$ cat src/rtl/bdsp_pkg.sv
// Shared constants and types for the burst-of-four DDR memory port.
// Assumes one 10 MHz system clock; each memory clock cycle is two ticks.
package bdsp_pkg;

  // ==========================================================
  // Geometry
  localparam int ADDR_W  = 6;
  localparam int BEAT_W  = 2;
  localparam int BURST   = 4;
  localparam int DATA_W  = 18;
  localparam int BYTE_W  = 9;
  localparam int NBYTES  = 2;
  localparam int DEPTH   = 1 << (ADDR_W + BEAT_W);

  // ==========================================================
  // Timing
  localparam int CLK_PERIOD_NS  = 100;
  localparam int TICKS_PER_KCYC = 2;
  localparam int DOFF_LOW_NS    = 5;
  localparam int DOFF_LOW_CYC   =
    (DOFF_LOW_NS + CLK_PERIOD_NS - 1) / CLK_PERIOD_NS;
  localparam int KSTATIC_NS     = 30;
  localparam int KSTATIC_CYC    =
    (KSTATIC_NS + CLK_PERIOD_NS - 1) / CLK_PERIOD_NS;
  localparam int DLL_LOCK_KCYC  = 2048;
  localparam int LOCK_W         = 12;
  localparam int CNT_W          = 4;
  // Read data leaves 2.5 memory cycles after the command
  localparam int RD_LAT_CYC     = 5;
  localparam int RD_PIPE        = RD_LAT_CYC - 1;
  // Write data enters one memory cycle after the command
  localparam int WR_LAT_CYC     = TICKS_PER_KCYC;
  // Least spacing between two commands, in ticks
  localparam int CMD_SPACE_CYC  = BURST;
  // Ticks from a read command until its last beat is out
  localparam int RD_DONE_CYC    = RD_LAT_CYC + BURST;
  // Consecutive high TMS samples that reset the test port
  localparam int TAP_RST_EDGES  = 5;

  localparam logic [BEAT_W-1:0] BEAT_FIRST = 2'h0;
  localparam logic [BEAT_W-1:0] BEAT_LAST  = 2'h3;

  typedef logic [ADDR_W-1:0]         bdsp_addr_t;
  typedef logic [DATA_W-1:0]         bdsp_data_t;
  typedef logic [NBYTES-1:0]         bdsp_mask_t;
  typedef logic [BURST*DATA_W-1:0]   bdsp_burst_t;
  typedef logic [BURST*NBYTES-1:0]   bdsp_bmask_t;

endpackage

$ cat src/rtl/bdsp_link_if.sv
// Pin-level link between memory controller and memory device.
// Two-way test pins carry value plus enable; the device resolves TMS and TDI through its pull-ups.
`timescale 1ns/10ps
interface bdsp_link_if;
  import bdsp_pkg::*;

  logic       kRise;
  logic       kRun;
  logic       dllOff_n;
  logic       readSel_n;
  logic       writeSel_n;
  bdsp_addr_t addr;
  bdsp_data_t dataIn;
  bdsp_mask_t byteWriteMask_n;
  bdsp_data_t dataOut;
  logic       dataOutEn;
  logic       dataValid;
  logic       tck;
  logic       tms;
  logic       tmsOe;
  logic       tdi;
  logic       tdiOe;
  logic       tdo;
  logic       tdoOe;

  modport dev (
    input  kRise, kRun, dllOff_n, readSel_n, writeSel_n, addr, dataIn,
    input  byteWriteMask_n, tck, tms, tmsOe, tdi, tdiOe,
    output dataOut, dataOutEn, dataValid, tdo, tdoOe
  );

  modport ctl (
    output kRise, kRun, dllOff_n, readSel_n, writeSel_n, addr, dataIn,
    output byteWriteMask_n, tck, tms, tmsOe, tdi, tdiOe,
    input  dataOut, dataOutEn, dataValid
  );

endinterface

$ cat src/rtl/bdsp_ctrl.sv
// Memory controller end: makes the K clock enable, brings the DLL up,
// issues one burst command per two memory cycles and gathers read beats.
// Assumes the device on the link samples everything on clk.
`timescale 1ns/10ps
module bdsp_ctrl
  import bdsp_pkg::*;
(
  input  wire logic  clk,
  input  wire logic  sys_rst,
  bdsp_link_if.ctl   link,
  input  wire logic  clockStop,
  input  wire logic  reqValid,
  output logic       reqReady,
  input  wire logic  reqWrite,
  input  bdsp_addr_t reqAddr,
  input  bdsp_burst_t reqWrData,
  input  bdsp_bmask_t reqMask_n,
  output bdsp_burst_t rdData,
  output logic       rdValid,
  output logic       linkReady
);

  typedef enum logic [1:0] {
    CS_DOFF = 2'b00,
    CS_LOCK = 2'b01,
    CS_RUN  = 2'b10,
    CS_STOP = 2'b11
  } bdsp_ctl_state_e;

  // ==========================================================
  // State
  typedef struct packed {
    bdsp_ctl_state_e    state;
    logic [LOCK_W-1:0]  cnt;
    logic               kRun;
    logic               kRise;
    logic               dllOff_n;
    logic               readSel_n;
    logic               writeSel_n;
    bdsp_addr_t         addr;
    logic [CNT_W-1:0]   hold;
    logic [CNT_W-1:0]   quiet;
    bdsp_burst_t        pendBuf;
    bdsp_bmask_t        pendMask;
    logic [1:0]         pendCnt;
    bdsp_burst_t        shBuf;
    bdsp_bmask_t        shMask;
    logic [BEAT_W-1:0]  shLeft;
    bdsp_data_t         dataIn;
    bdsp_mask_t         mask_n;
    bdsp_burst_t        rdBuf;
    logic [BEAT_W-1:0]  rdBeat;
    bdsp_burst_t        rdOut;
    logic               rdValid;
  } bdsp_ctl_state_s;

  bdsp_ctl_state_s st;
  bdsp_ctl_state_s next_st;
  logic            issue;
  logic            idle;

  assign idle = st.hold == '0 && st.pendCnt == '0 && st.shLeft == '0 &&
                st.quiet >= CNT_W'(RD_DONE_CYC);
  assign reqReady = st.state == CS_RUN && st.hold == '0 && st.kRun &&
                    !st.kRise && !clockStop;
  assign issue = reqReady && reqValid;

  // ==========================================================
  // Next-state logic
  always_comb
  begin
    next_st            = st;
    next_st.kRise      = st.kRun && !st.kRise;
    next_st.readSel_n  = 1'b1;
    next_st.writeSel_n = 1'b1;
    next_st.rdValid    = 1'b0;
    next_st.mask_n     = '1;
    if (st.hold != '0)
      next_st.hold = st.hold - 1'b1;
    if (st.quiet < CNT_W'(RD_DONE_CYC))
      next_st.quiet = st.quiet + 1'b1;

    case (st.state)
      CS_DOFF:
      begin
        // Disable pin low for the full reset period before release
        next_st.dllOff_n = 1'b0;
        next_st.cnt      = st.cnt + 1'b1;
        if (st.cnt >= LOCK_W'(DOFF_LOW_CYC))
        begin
          next_st.dllOff_n = 1'b1;
          next_st.cnt      = '0;
          next_st.state    = CS_LOCK;
        end
      end
      CS_LOCK:
      begin
        if (st.kRise)
          next_st.cnt = st.cnt + 1'b1;
        if (st.kRise && st.cnt == LOCK_W'(DLL_LOCK_KCYC - 1))
          next_st.state = CS_RUN;
      end
      CS_RUN:
      begin
        if (clockStop && idle)
        begin
          next_st.kRun  = 1'b0;
          next_st.kRise = 1'b0;
          next_st.state = CS_STOP;
        end
      end
      CS_STOP:
      begin
        next_st.kRise = 1'b0;
        if (!clockStop)
        begin
          next_st.kRun  = 1'b1;
          next_st.cnt   = '0;
          next_st.state = CS_LOCK;
        end
      end
      default:
        next_st.state = CS_DOFF;
    endcase

    if (issue)
    begin
      next_st.addr = reqAddr;
      next_st.hold = CNT_W'(CMD_SPACE_CYC - 1);
      if (reqWrite)
      begin
        next_st.writeSel_n = 1'b0;
        next_st.pendBuf    = reqWrData;
        next_st.pendMask   = reqMask_n;
        next_st.pendCnt    = 2'(WR_LAT_CYC);
      end
      else
      begin
        next_st.readSel_n = 1'b0;
        next_st.quiet     = '0;
      end
    end

    // Write beats on the link one memory cycle after the command
    if (st.pendCnt != '0)
      next_st.pendCnt = st.pendCnt - 1'b1;
    if (st.pendCnt == 2'h1)
    begin
      next_st.dataIn = st.pendBuf[DATA_W-1:0];
      next_st.mask_n = st.pendMask[NBYTES-1:0];
      next_st.shBuf  = st.pendBuf >> DATA_W;
      next_st.shMask = st.pendMask >> NBYTES;
      next_st.shLeft = BEAT_LAST;
    end
    else if (st.shLeft != '0)
    begin
      next_st.dataIn = st.shBuf[DATA_W-1:0];
      next_st.mask_n = st.shMask[NBYTES-1:0];
      next_st.shBuf  = st.shBuf >> DATA_W;
      next_st.shMask = st.shMask >> NBYTES;
      next_st.shLeft = st.shLeft - 1'b1;
    end

    // Gather four read beats, beat 0 in the low word
    if (link.dataValid)
    begin
      next_st.rdBuf[st.rdBeat*DATA_W +: DATA_W] = link.dataOut;
      next_st.rdBeat = st.rdBeat + 2'h1;
      if (st.rdBeat == BEAT_LAST)
      begin
        next_st.rdOut = next_st.rdBuf;
        next_st.rdValid = 1'b1;
      end
    end
  end

  // ==========================================================
  // Registers
  always_ff @(posedge clk)
  begin
    if (sys_rst)
    begin
      st          <= '0;
      st.kRun     <= 1'b1;
      st.dllOff_n <= 1'b1;
      st.readSel_n  <= 1'b1;
      st.writeSel_n <= 1'b1;
      st.mask_n   <= '1;
      st.quiet    <= CNT_W'(RD_DONE_CYC);
    end
    else
      st <= next_st;
  end

  // ==========================================================
  // Outputs; test port held idle, TDO never read or driven
  assign link.kRise           = st.kRise;
  assign link.kRun            = st.kRun;
  assign link.dllOff_n        = st.dllOff_n;
  assign link.readSel_n       = st.readSel_n;
  assign link.writeSel_n      = st.writeSel_n;
  assign link.addr            = st.addr;
  assign link.dataIn          = st.dataIn;
  assign link.byteWriteMask_n = st.mask_n;
  assign link.tck             = 1'b0;
  assign link.tms             = 1'b0;
  assign link.tmsOe           = 1'b0;
  assign link.tdi             = 1'b0;
  assign link.tdiOe           = 1'b0;
  assign rdData               = st.rdOut;
  assign rdValid              = st.rdValid;
  assign linkReady            = st.state == CS_RUN;

endmodule

$ cat src/flat_wrapper.sv
// flat-port wrapper written by rule: the top's interface ports become plain ports
module bdsp_ctrl_flat import bdsp_pkg::*;
  (clk, sys_rst, clockStop, reqValid, reqReady, reqWrite, reqAddr, reqWrData, reqMask_n, rdData, rdValid, linkReady, link_kRise, link_kRun, link_dllOff_n, link_readSel_n, link_writeSel_n, link_addr, link_dataIn, link_byteWriteMask_n, link_tck, link_tms, link_tmsOe, link_tdi, link_tdiOe, link_dataOut, link_dataOutEn, link_dataValid);
  bdsp_link_if link_i ();
  input  wire logic clk;
  input  wire logic sys_rst;
  input  wire logic clockStop;
  input  wire logic reqValid;
  output logic reqReady;
  input  wire logic reqWrite;
  input  bdsp_addr_t reqAddr;
  input  bdsp_burst_t reqWrData;
  input  bdsp_bmask_t reqMask_n;
  output bdsp_burst_t rdData;
  output logic rdValid;
  output logic linkReady;
  output wire logic [$bits(link_i.kRise)-1:0] link_kRise;
  output wire logic [$bits(link_i.kRun)-1:0] link_kRun;
  output wire logic [$bits(link_i.dllOff_n)-1:0] link_dllOff_n;
  output wire logic [$bits(link_i.readSel_n)-1:0] link_readSel_n;
  output wire logic [$bits(link_i.writeSel_n)-1:0] link_writeSel_n;
  output wire logic [$bits(link_i.addr)-1:0] link_addr;
  output wire logic [$bits(link_i.dataIn)-1:0] link_dataIn;
  output wire logic [$bits(link_i.byteWriteMask_n)-1:0] link_byteWriteMask_n;
  output wire logic [$bits(link_i.tck)-1:0] link_tck;
  output wire logic [$bits(link_i.tms)-1:0] link_tms;
  output wire logic [$bits(link_i.tmsOe)-1:0] link_tmsOe;
  output wire logic [$bits(link_i.tdi)-1:0] link_tdi;
  output wire logic [$bits(link_i.tdiOe)-1:0] link_tdiOe;
  input wire logic [$bits(link_i.dataOut)-1:0] link_dataOut;
  input wire logic [$bits(link_i.dataOutEn)-1:0] link_dataOutEn;
  input wire logic [$bits(link_i.dataValid)-1:0] link_dataValid;
  assign link_kRise = link_i.kRise;
  assign link_kRun = link_i.kRun;
  assign link_dllOff_n = link_i.dllOff_n;
  assign link_readSel_n = link_i.readSel_n;
  assign link_writeSel_n = link_i.writeSel_n;
  assign link_addr = link_i.addr;
  assign link_dataIn = link_i.dataIn;
  assign link_byteWriteMask_n = link_i.byteWriteMask_n;
  assign link_tck = link_i.tck;
  assign link_tms = link_i.tms;
  assign link_tmsOe = link_i.tmsOe;
  assign link_tdi = link_i.tdi;
  assign link_tdiOe = link_i.tdiOe;
  assign link_i.dataOut = link_dataOut;
  assign link_i.dataOutEn = link_dataOutEn;
  assign link_i.dataValid = link_dataValid;
  bdsp_ctrl u_core (.clk(clk), .sys_rst(sys_rst), .link(link_i), .clockStop(clockStop), .reqValid(reqValid), .reqReady(reqReady), .reqWrite(reqWrite), .reqAddr(reqAddr), .reqWrData(reqWrData), .reqMask_n(reqMask_n), .rdData(rdData), .rdValid(rdValid), .linkReady(linkReady));
endmodule
$ cat config.mk
export PLATFORM = sky130hd
export DESIGN_NAME = bdsp_ctrl_flat
export DESIGN_NICKNAME = d
export VERILOG_FILES = /design/src/rtl/bdsp_pkg.sv /design/src/rtl/bdsp_link_if.sv /design/src/rtl/bdsp_ctrl.sv /design/src/flat_wrapper.sv
export SDC_FILE = /design/constraint.sdc
export NUM_CORES = 1
export LEC_CHECK = 0
export ABC_AREA = 1
export BUFFER_PORTS_ARGS = -buffer_cell sky130_fd_sc_hd__clkbuf_2
export CAP_MARGIN = 20
export CORE_ASPECT_RATIO = 1.1
export CORE_MARGIN = 5
export CORE_UTILIZATION = 50
export CTS_CLUSTER_DIAMETER = 40
export CTS_CLUSTER_SIZE = 20
export DETAILED_ROUTE_END_ITERATION = 6
export GPL_ROUTABILITY_DRIVEN = 0
export PLACE_DENSITY = 0.7
export SLEW_MARGIN = 10
export SYNTH_ARGS = -nofsm -noshare
export SYNTH_HDL_FRONTEND = slang
export SYNTH_SLANG_ARGS = --single-unit
$ cat constraint.sdc
create_clock -name clk -period 4.2 [get_ports clk]
set_clock_uncertainty 0.15 [all_clocks]
set_input_delay 0.84 -clock clk [delete_from_list [all_inputs] [get_ports clk]]
set_output_delay 0.84 -clock clk [all_outputs]
set_load 0.01 [all_outputs]
==> results by group, run 1 <==
Critical path
  • Worst Path Buf+Inv: 5
  • Worst setup path category: reg -> reg
  • Reg2reg end: u_core.rdData[38]$_SDFFE_PP0P_
  • Crit path from: u_core.st[73]$_SDFFE_PP0P_
  • Required @ worst endpoint: around 4600 ps
  • Family with the most delay on the worst path: buffers and inverters
  • Worst path cell trace: clkinv_1, buf_4, ha_1, inv_1, nand4_1, inv_1, nand4_1, o21ai_0, o21ai_0, inv_1
  • Largest stage delay, worst path: 510 ps
  • Crit path top cell by count: inv_1
  • CP arrival: between 3000 and 4000 ps
  • Slowest-stage cell, CP: inv_1
  • Crit-path max FO: 36
  • CP endpoint kind: register
  • Worst r2r path cells: 10
  • Number of cells on the critical path: 10
  • Startpoint Class: register
  • R2R setup slack: just over 1000 ps
  • Worst r2r src: u_core.st[73]$_SDFFE_PP0P_
  • Critical path endpoint: u_core.rdData[38]$_SDFFE_PP0P_

Routing
  • Drt via density: roughly 5.3
  • Routed via count: roughly 15k
  • Final WL: ~44000 um
  • DRT iter0 DRCs: ~1.3k
  • Routed wire length per instance: 15.2 um
  • ANT nets after route: 0
  • DRC viols: 0
  • DRT Pass-1 Iters: 6

Global routing
  • Pin count of the biggest net entering global routing: about 220
  • Tot GR Track Use: a little under a quarter
  • First-pass GRT wire length: between 60000 and 70000 um
  • Total gr overflow: 0
  • Vias in the first global route: about 14k
  • Initial antenna violation count: 0

Logic synthesis
  • Asr flop ratio synth: 0%
  • Post-synth EDFFs: 0
  • Post-synth top flop: dfxtp_1
  • Yosys reg bits: approximately 340
  • Syn Inst Count: 2391
  • Synthesized cell area: between 15000 and 20000 um^2
  • Cell taking the most area after synthesis: dfxtp_1
  • YS warnings: 0
  • Dominant cells by area after synthesis: dfxtp_1 42%, nand2_1 9.9%, nand3_1 9.4%
  • Seq/Total Area, Yosys: roughly 42%
  • Synth top area share: a little over two fifths
  • Avg Cell Area, Syn: 6.82 um^2
  • Distinct cells, synth: 35

Final layout
  • Area Overhead vs Synth: 12.0%
  • # diodes: 0
  • Final net count: around 2.6k
  • Layout cells sized above 1: 13.5%
  • Post-route cell area: roughly 18000 um^2

Timing
  • Finish-stage setup viols: 0
  • Max Freq: about 0.31 GHz
  • Max-slew violations: 0
  • RSZ-0062 raised after global routing: false
  • Setup TNS Final: 0 ps
  • Hold Fails Final Rpt: 0
  • Least-Margin Pin Slew: between 1000 and 1500 ps
  • Crit path time final: ~3200 ps
  • Worst slew margin: ~28%
  • Fin crit share: between 70 and 80%
  • Hold_ws: around 310 ps

Floorplan
  • Die X: about 180 um
  • Chip height: between 150 and 200 um
  • Die ar.: 36300 um^2
  • Initial Util: between 50% and 60%
  • Core footprint: between 30000 and 40000 um^2
  • Top-Level Pins: around 220
  • Row count: 69

Power and ir drop
  • Pwr/cell area: 464 nW/um^2
  • Worst VDD drop: 0.321 mV
  • Static Leak: between 0.008 and 0.009 uW

Clocking
  • Worst-Skew Late Latency: ~560 ps
  • CTS tree: yes
  • # resized after CTS: 0
  • Post-CTS Hold Buffers: 0
  • Cts bufs inserted: between 40 and 50
  • Clock Path Buffers: 3
  • Clk Tree Root Cell: clkbuf_16
  • H-tree Lvls: 2
  • Reg clk slew, reported paths: 70 ps
  • TritonCTS Sinks: ~340
  • Post-CTS Setup Repair Bufs: 0

Placement
  • I/O Buffers: ~220
  • Dpl hpwl: between 20000 and 30000 um
  • Area of placed instances: roughly 17000 um^2

Worst hold path
  • Worst min-delay path class: reg -> reg

Job
  • Max-cap violations: 0

Status
  • Outcome: complete, no violations
-- synth_stat cells (5+ instances only) --
library cell,n
o21ai_0,163
nand4_1,12
nor3_1,11
buf_4,103
buf_2,36
clkbuf_2,5
nand2_1,430
inv_2,7
nand3_1,306
ha_1,19
dfxtp_1,344
nor2_1,404
clkbuf_1,93
o211ai_1,30
inv_1,228
o22ai_1,9
buf_1,18
a31oi_1,63
a21oi_1,66
o21ai_1,23
-- metrics by stage --
stage	power, uW	instances	utilization [%]	setup WS (ps)
floorplan	4440	2395	-	1770
global placement	4720	2805	51.9	1150
detailed placement	4760	2805	51.9	1140
CTS	8530	2883	56.5	1100
global route	8860	2884	56.6	772
finish	8470	2884	56.6	1020
-- power breakdown --
part | total, uW | internal [uW] | leakage [uW] | switching (uW)
clock network | 3760 | 2200 | 0.000732 | 1570
logic | 1220 | 394 | 0.00514 | 829
registers | 3490 | 3400 | 0.00279 | 82.9
-- placed cells by master (no fill, tap or decap), types with 23 or more instances in the layout --
| cell type | count |
|---|---|
| clkbuf_16 | 42 |
| clkbuf_2 | 214 |
| inv_1 | 227 |
| a31oi_1 | 63 |
| o21ai_1 | 23 |
| nand3_1 | 306 |
| o211ai_1 | 30 |
| nor2_1 | 402 |
| nand2_1 | 430 |
| a21oi_1 | 66 |
| dfxtp_1 | 344 |
| o21ai_0 | 163 |
-- worst reg2reg max path, stage by stage, from the launching register on --
cell,delay (ps)
dfxtp_1,330
clkinv_1,80
buf_4,250
ha_1,350
inv_1,510
nand4_1,370
inv_1,480
nand4_1,260
o21ai_0,170
o21ai_0,100
inv_1,50
-- metal layers --
| layer | share of wire (%) | vias up | GRT usage (%) | wire length (um) |
|---|---|---|---|---|
| met5 | 0 | - | 0 | 0 |
| met4 | 3.9 | 0 | 9.59 | 1720 |
| met3 | 7.4 | 110 | 4.46 | 3240 |
| met2 | 45 | 568 | 36.6 | 19800 |
| met1 | 44 | 6967 | 30.5 | 19100 |
| li1 | - | 7652 | - | - |
-- logic make-up (layout without fill, tap and decap cells) --
group,count (synthesis),count (layout),synth area share (%)
AND/OR/NAND/NOR,1172,1172,29.9
buffers and inverters,492,555,14.0
AO/OA/AOI/OAI,359,359,12.1
flip-flops,344,344,42.2
adder cells (fa/ha/maj),19,19,1.46
XOR/XNOR,4,4,0.215
other,1,5,0.0230
-- area by class of cell --
cell class	instances	area (um^2)
well taps	426	533
multi-input cells	1559	7160
repair buffers	240	1320
inverters	237	892
clock buffers	46	1090
fillers	3160	14000
clock inverters	32	385
flip-flops and latches	344	6890
-- registers in the layout (all words and copies together), names as in the netlist --
| name | cells |
|---|---|
| u_core.link.writeSel_n | 1 |
| u_core.link.byteWriteMask_n | 2 |
| u_core.link.kRise | 1 |
| u_core.link.kRun | 1 |
| u_core.rdValid | 1 |
| u_core.link.dllOff_n | 1 |
| u_core.link.dataIn | 18 |
| u_core.link.readSel_n | 1 |
| u_core.rdData | 72 |
| u_core.st | 240 |
| u_core.link.addr | 6 |
-- worst min path at each step --
stage / from / slack, ps / endpoint / cells after the start
finish: u_core.st[316]$_SDFFE_PP0P_ / 310 / u_core.st[216]$_SDFFE_PP0P_ / 2
global route: u_core.st[215]$_SDFFE_PP0P_ / 330 / u_core.st[215]$_SDFFE_PP0P_ / 2
CTS: u_core.st[316]$_SDFFE_PP0P_ / 310 / u_core.st[216]$_SDFFE_PP0P_ / 2
detailed placement: u_core.st[316]$_SDFFE_PP0P_ / 300 / u_core.st[216]$_SDFFE_PP0P_ / 2
global placement: u_core.st[215]$_SDFFE_PP0P_ / 300 / u_core.st[215]$_SDFFE_PP0P_ / 2
floorplan: u_core.st[251]$_SDFFE_PP0P_ / 290 / u_core.link.byteWriteMask_n[0]$_SDFF_PP1_ / 2
No activity file was read; power rests on OpenSTA's default activity.
==> run 2: changes to the inputs <==
==> constraint.sdc (replaced) <==
create_clock -name clk -period 3.05 [get_ports clk]
set_clock_uncertainty 0.15 [all_clocks]
set_input_delay 0.61 -clock clk [delete_from_list [all_inputs] [get_ports clk]]
set_output_delay 0.61 -clock clk [all_outputs]
set_load 0.01 [all_outputs]
==> run 2 against run 1 <==
  * Flip-flop and latch count unchanged
  * Utilization rose by 0.33 points
  * Wire length is 0.42% lower
  * Sequential power increased by 38%
  * Largest cell class unchanged
  * Global-route usage is 0.35 points higher
  * Clock-buffer cell count decreased by 1
  * Setup slack worse by 800 ps
  * Die area stayed put
  * Power is 39% higher
==> results by group, run 2 (synthesis gave the netlist of run 1 again) <==
Floorplan
  • Die ar.: 36300 um^2
  • Chip height: 199 um
  • Die X: between 150 and 200 um
  • Core footprint: roughly 32000 um^2
  • Top-Level Pins: about 220
  • Row count: 69
  • Initial Util: 50.5%

Timing
  • Fin crit share: ~93%
  • Max-slew violations: 0
  • Hold_ws: about 120 ps
  • Max Freq: around 0.35 GHz
  • Hold Fails Final Rpt: 0
  • Finish-stage setup viols: 0
  • Setup TNS Final: 0 ps
  • Worst slew margin: between 20% and 30%
  • Least-Margin Pin Slew: roughly 1100 ps
  • Crit path time final: 2840 ps
  • RSZ-0062 raised after global routing: false

Clocking
  • H-tree Lvls: 2
  • CTS tree: yes
  • TritonCTS Sinks: approximately 340
  • Reg clk slew, reported paths: approximately 70 ps
  • # resized after CTS: 0
  • Worst-Skew Late Latency: between 500 and 600 ps
  • Clock Path Buffers: 3
  • Post-CTS Hold Buffers: 0
  • Post-CTS Setup Repair Bufs: 0
  • Cts bufs inserted: 41
  • Clk Tree Root Cell: clkbuf_16

Routing
  • Routed wire length per instance: about 15 um
  • ANT nets after route: 0
  • DRC viols: 0
  • Final WL: roughly 44000 um
  • Drt via density: 5.27
  • Routed via count: around 15k
  • DRT iter0 DRCs: roughly 1.4k
  • DRT Pass-1 Iters: 6

Global routing
  • Tot GR Track Use: between 20% and 30%
  • Vias in the first global route: between 10k and 15k
  • First-pass GRT wire length: roughly 71000 um
  • Pin count of the biggest net entering global routing: approximately 200
  • Initial antenna violation count: 0
  • Total gr overflow: 0

Critical path
  • Slowest-stage cell, CP: inv_1
  • Largest stage delay, worst path: roughly 530 ps
  • Worst Path Buf+Inv: 5
  • Startpoint Class: register
  • Required @ worst endpoint: ~3400 ps
  • Crit-path max FO: 20
  • CP arrival: 3180 ps
  • CP endpoint kind: register
  • Family with the most delay on the worst path: buffers and inverters
  • R2R setup slack: about 210 ps
  • Worst setup path category: reg -> reg
  • Worst path cell trace: clkinv_1, ha_1, inv_1, buf_4, nand4_1, inv_1, nand4_1, o21ai_0, o21ai_0, inv_1
  • Crit path top cell by count: inv_1

Power and ir drop
  • Static Leak: a little under 0.009 uW
  • Pwr/cell area: ~640 nW/um^2
  • Worst VDD drop: ~0.44 mV
  • Total power: approximately 12000 uW

Final layout
  • Final net count: ~2.6k
  • Max reg flops: 240
  • Largest Register: u_core.st
  • Area Overhead vs Synth: 12.7%
  • Post-route cell area: around 18000 um^2
  • Layout fillers: 3114
  • Most frequent cells in the layout: 430 x nand2_1, 402 x nor2_1, 344 x dfxtp_1
  • Layout cells sized above 1: a little over an eighth
  • # diodes: 0
  • Most common cell after layout, fill and taps aside: nand2_1

Worst hold path
  • Worst min-delay path class: in -> reg

Placement
  • Dpl hpwl: just under 30000 um
  • Area of placed instances: 16900 um^2
  • I/O Buffers: between 200 and 250

Status
  • Outcome: complete, no violations

Job
  • Max-cap violations: 0
[run 2: cell type report]
cell class | count | area, um^2 | share of cell area [%]
multi-input cells | 1559 | 7160 | 39.0
inverters | 237 | 892 | 4.86
repair buffers | 246 | 1400 | 7.63
clock buffers | 45 | 1080 | 5.89
well taps | 426 | 533 | 2.90
clock inverters | 31 | 414 | 2.25
flip-flops and latches | 344 | 6890 | 37.5
[run 2: metrics by stage]
stage / util, % / cells / setup slack (ps)
detailed placement: 52.3 / 2812 / 291
global placement: 52.3 / 2812 / 407
CTS: 56.9 / 2888 / 275
finish: 56.9 / 2888 / 213
floorplan: - / 2395 / 615
global route: 56.9 / 2888 / 35.5
[run 2: report_power, final]
part / switching [uW] / internal [uW] / total [uW]
registers: 111 / 4690 / 4800
clock network: 2180 / 3110 / 5280
logic: 1150 / 551 / 1700
total: 3440 / 8340 / 11800
[run 2: path summary, 6_finish.rpt]
path | from | endpoint | cells after the start
max reg2reg | u_core.st[73]$_SDFFE_PP0P_ | u_core.rdData[38]$_SDFFE_PP0P_ | 10
max | u_core.st[73]$_SDFFE_PP0P_ | u_core.rdData[38]$_SDFFE_PP0P_ | 10
min | reqWrData[52] | u_core.st[311]$_SDFFE_PP0P_ | 3
min reg2reg | u_core.st[326]$_SDFFE_PP0P_ | u_core.st[226]$_SDFFE_PP0P_ | 2
[run 2: tightest hold or removal path, cell delays in order]
cell and delay [ps]:
clkbuf_2 70, nor2_1 30, nor2_1 80
[run 2: routing by layer]
metal	routed length [um]	up-vias	GRT usage, %
met3	3350	84	5.04
met1	19200	6951	31.5
li1	-	7670	-
met4	1330	0	7.81
met2	19800	524	37.2
met5	0	-	0
==> run 3: changes to the inputs <==
--- a/config.mk
+++ b/config.mk
@@ -15,7 +15,7 @@
 export CTS_CLUSTER_SIZE = 20
 export DETAILED_ROUTE_END_ITERATION = 6
 export GPL_ROUTABILITY_DRIVEN = 0
-export PLACE_DENSITY = 0.7
+export PLACE_DENSITY = 0.81
 export SLEW_MARGIN = 10
 export SYNTH_ARGS = -nofsm -noshare
 export SYNTH_HDL_FRONTEND = slang
==> run 3 against run 2 <==
  * Flip-flop and latch count unchanged
  * Clock-buffer cell count is 7 higher
  * Die area is the same
  * Register-to-register slack gained 70 ps
  * Utilization rose by 0.054 points
  * First-iteration DRC count rose by 22%
  * Wire length down 0.39%
  * Via count grew 1.9%
  * Combinational power grew 2%
  * Critical endpoint unchanged
  * Largest cell class unchanged
==> results by group, run 3 (synthesis gave the netlist of run 1 again) <==
Status
  • Outcome: complete, no violations

Clocking
  • CTS tree: yes
  • Post-CTS Hold Buffers: 0
  • H-tree Lvls: 2
  • Cts bufs inserted: 41
  • Clk Tree Root Cell: clkbuf_16
  • Post-CTS Setup Repair Bufs: 0
  • Clock Path Buffers: 3
  • # resized after CTS: 0
  • TritonCTS Sinks: roughly 340
  • Worst-Skew Late Latency: roughly 540 ps
  • Reg clk slew, reported paths: 70 ps

Timing
  • Finish-stage setup viols: 0
  • Max-slew violations: 0
  • Fin crit share: 90.6%
  • Worst slew margin: a little over two fifths
  • Hold Fails Final Rpt: 0
  • Setup TNS Final: 0 ps
  • RSZ-0062 raised after global routing: false
  • Least-Margin Pin Slew: 873 ps
  • Max Freq: around 0.36 GHz
  • Crit path time final: roughly 2800 ps

Final layout
  • Post-route cell area: 18400 um^2
  • Layout fillers: 2976
  • Most frequent cells in the layout: 430 x nand2_1, 402 x nor2_1, 344 x dfxtp_1
  • Layout cells sized above 1: between 10 and 15%
  • Final net count: ~2.6k
  • Largest Register: u_core.st
  • Finished Layout Cells: 2889
  • Max reg flops: 240
  • Most common cell after layout, fill and taps aside: nand2_1
  • # diodes: 0
  • Area Overhead vs Synth: 12.8%

Floorplan
  • Chip height: 199 um
  • Row count: between 60 and 70
  • Die ar.: around 36000 um^2
  • Top-Level Pins: 222
  • Initial Util: 50.5%
  • Die X: 182 um
  • Core footprint: 32300 um^2

Power and ir drop
  • Pwr/cell area: 641 nW/um^2
  • Static Leak: 0.00871 uW
  • Worst VDD drop: between 0.4 and 0.5 mV

Placement
  • Dpl hpwl: just under 30000 um
  • Placed instance count: about 2.8k
  • I/O Buffers: about 220
  • Area of placed instances: ~17000 um^2

Critical path
  • Crit path top cell by count: inv_1
  • CP endpoint kind: register
  • Worst setup path category: reg -> reg
  • Startpoint Class: register
  • Slowest-stage cell, CP: inv_1
  • Worst path cell trace: inv_1, ha_1, inv_1, nand4_1, clkinvlp_4, nand4_1, o21ai_0, o21ai_0, inv_1
  • Crit-path max FO: 17
  • Worst r2r path cells: 9
  • Required @ worst endpoint: about 3400 ps
  • Reg2reg end: u_core.rdData[38]$_SDFFE_PP0P_
  • Worst r2r src: u_core.st[74]$_SDFFE_PP0P_
  • R2R setup slack: about 290 ps
  • Largest stage delay, worst path: between 400 and 500 ps
  • CP arrival: between 3000 and 4000 ps

Worst hold path
  • Hold path depth: 3
  • Min-delay src: reqWrData[40]
  • Worst min-delay path class: in -> reg
  • Hold worst-path end: u_core.st[299]$_SDFFE_PP0P_

Routing
  • Routed via count: about 16k
  • DRT Pass-1 Iters: 7
  • Drt via density: 5.37
  • Final WL: between 40000 and 50000 um
  • DRC viols: 0
  • ANT nets after route: 0
  • Routed wire length per instance: 15.1 um
  • DRT iter0 DRCs: 1716

Job
  • Max-cap violations: 0

Global routing
  • Initial antenna violation count: 0
  • Total gr overflow: 0
  • First-pass GRT wire length: between 60000 and 70000 um
  • Pin count of the biggest net entering global routing: ~130
  • Tot GR Track Use: ~23%
  • Vias in the first global route: approximately 14k
==> run 3: area by class of cell <==
class | count | area, um^2 | area share (%)
Inverter | 237 | 895 | 4.86
Multi-Input combinational cell | 1559 | 7160 | 38.9
Clock buffer | 52 | 1170 | 6.36
Clock inverter | 24 | 322 | 1.75
Timing Repair Buffer | 247 | 1420 | 7.74
Tap cell | 426 | 533 | 2.90
Sequential cell | 344 | 6890 | 37.4
==> run 3: routing by layer <==
layer / part of all wire, % / vias up / track usage (%)
met5: 0 / - / 0
met4: 2.9 / 0 / 7.98
met3: 8.7 / 103 / 5.30
met2: 47 / 659 / 36.9
met1: 42 / 7067 / 29.7
li1: - / 7692 / -
==> run 3: how the worst max path moves through the flow <==
stage                               start                        endpoint  slack (ps)  cells after the start
6_report       u_core.st[74]$_SDFFE_PP0P_  u_core.rdData[38]$_SDFFE_PP0P_         290                      9
5_1_grt        u_core.st[73]$_SDFFE_PP0P_     u_core.st[113]$_SDFFE_PP0P_          80                      9
2_1_floorplan  u_core.st[73]$_SDFFE_PP0P_  u_core.rdData[11]$_SDFFE_PP0P_         620                     12
3_5_place_dp   u_core.st[73]$_SDFFE_PP0P_     u_core.st[113]$_SDFFE_PP0P_         330                      9
3_3_place_gp   u_core.st[73]$_SDFFE_PP0P_     u_core.st[113]$_SDFFE_PP0P_         380                      9
4_1_cts        u_core.st[74]$_SDFFE_PP0P_     u_core.st[113]$_SDFFE_PP0P_         330                      9
==> run 3: critical path: cells and delay by family, from the launching register on <==
kind | cells | cell delay, ps
buffers and inverters | 4 | 980
and+or+nand+nor | 2 | 580
DFF | 1 | 400
AOI/OAI and AO/OA | 2 | 300
adders and majority gates | 1 | 290
==> run 3: metrics by stage <==
| stage | hold slack [ps] | power (uW) | worst slack [ps] | utilization (%) |
|---|---|---|---|---|
| finish | 142 | 11800 | 286 | 57.0 |
| global route | 130 | 12300 | 84.1 | 57.0 |
| CTS | 119 | 11900 | 327 | 56.9 |
| detailed placement | 302 | 6600 | 328 | 52.3 |
| global placement | 299 | 6530 | 385 | 52.3 |
| floorplan | 287 | 6120 | 615 | - |
==> run 3: power by group <==
group | total, uW | internal (uW) | switching (uW)
clock network | 5250 | 3210 | 2040
logic | 1740 | 561 | 1180
registers | 4810 | 4690 | 119
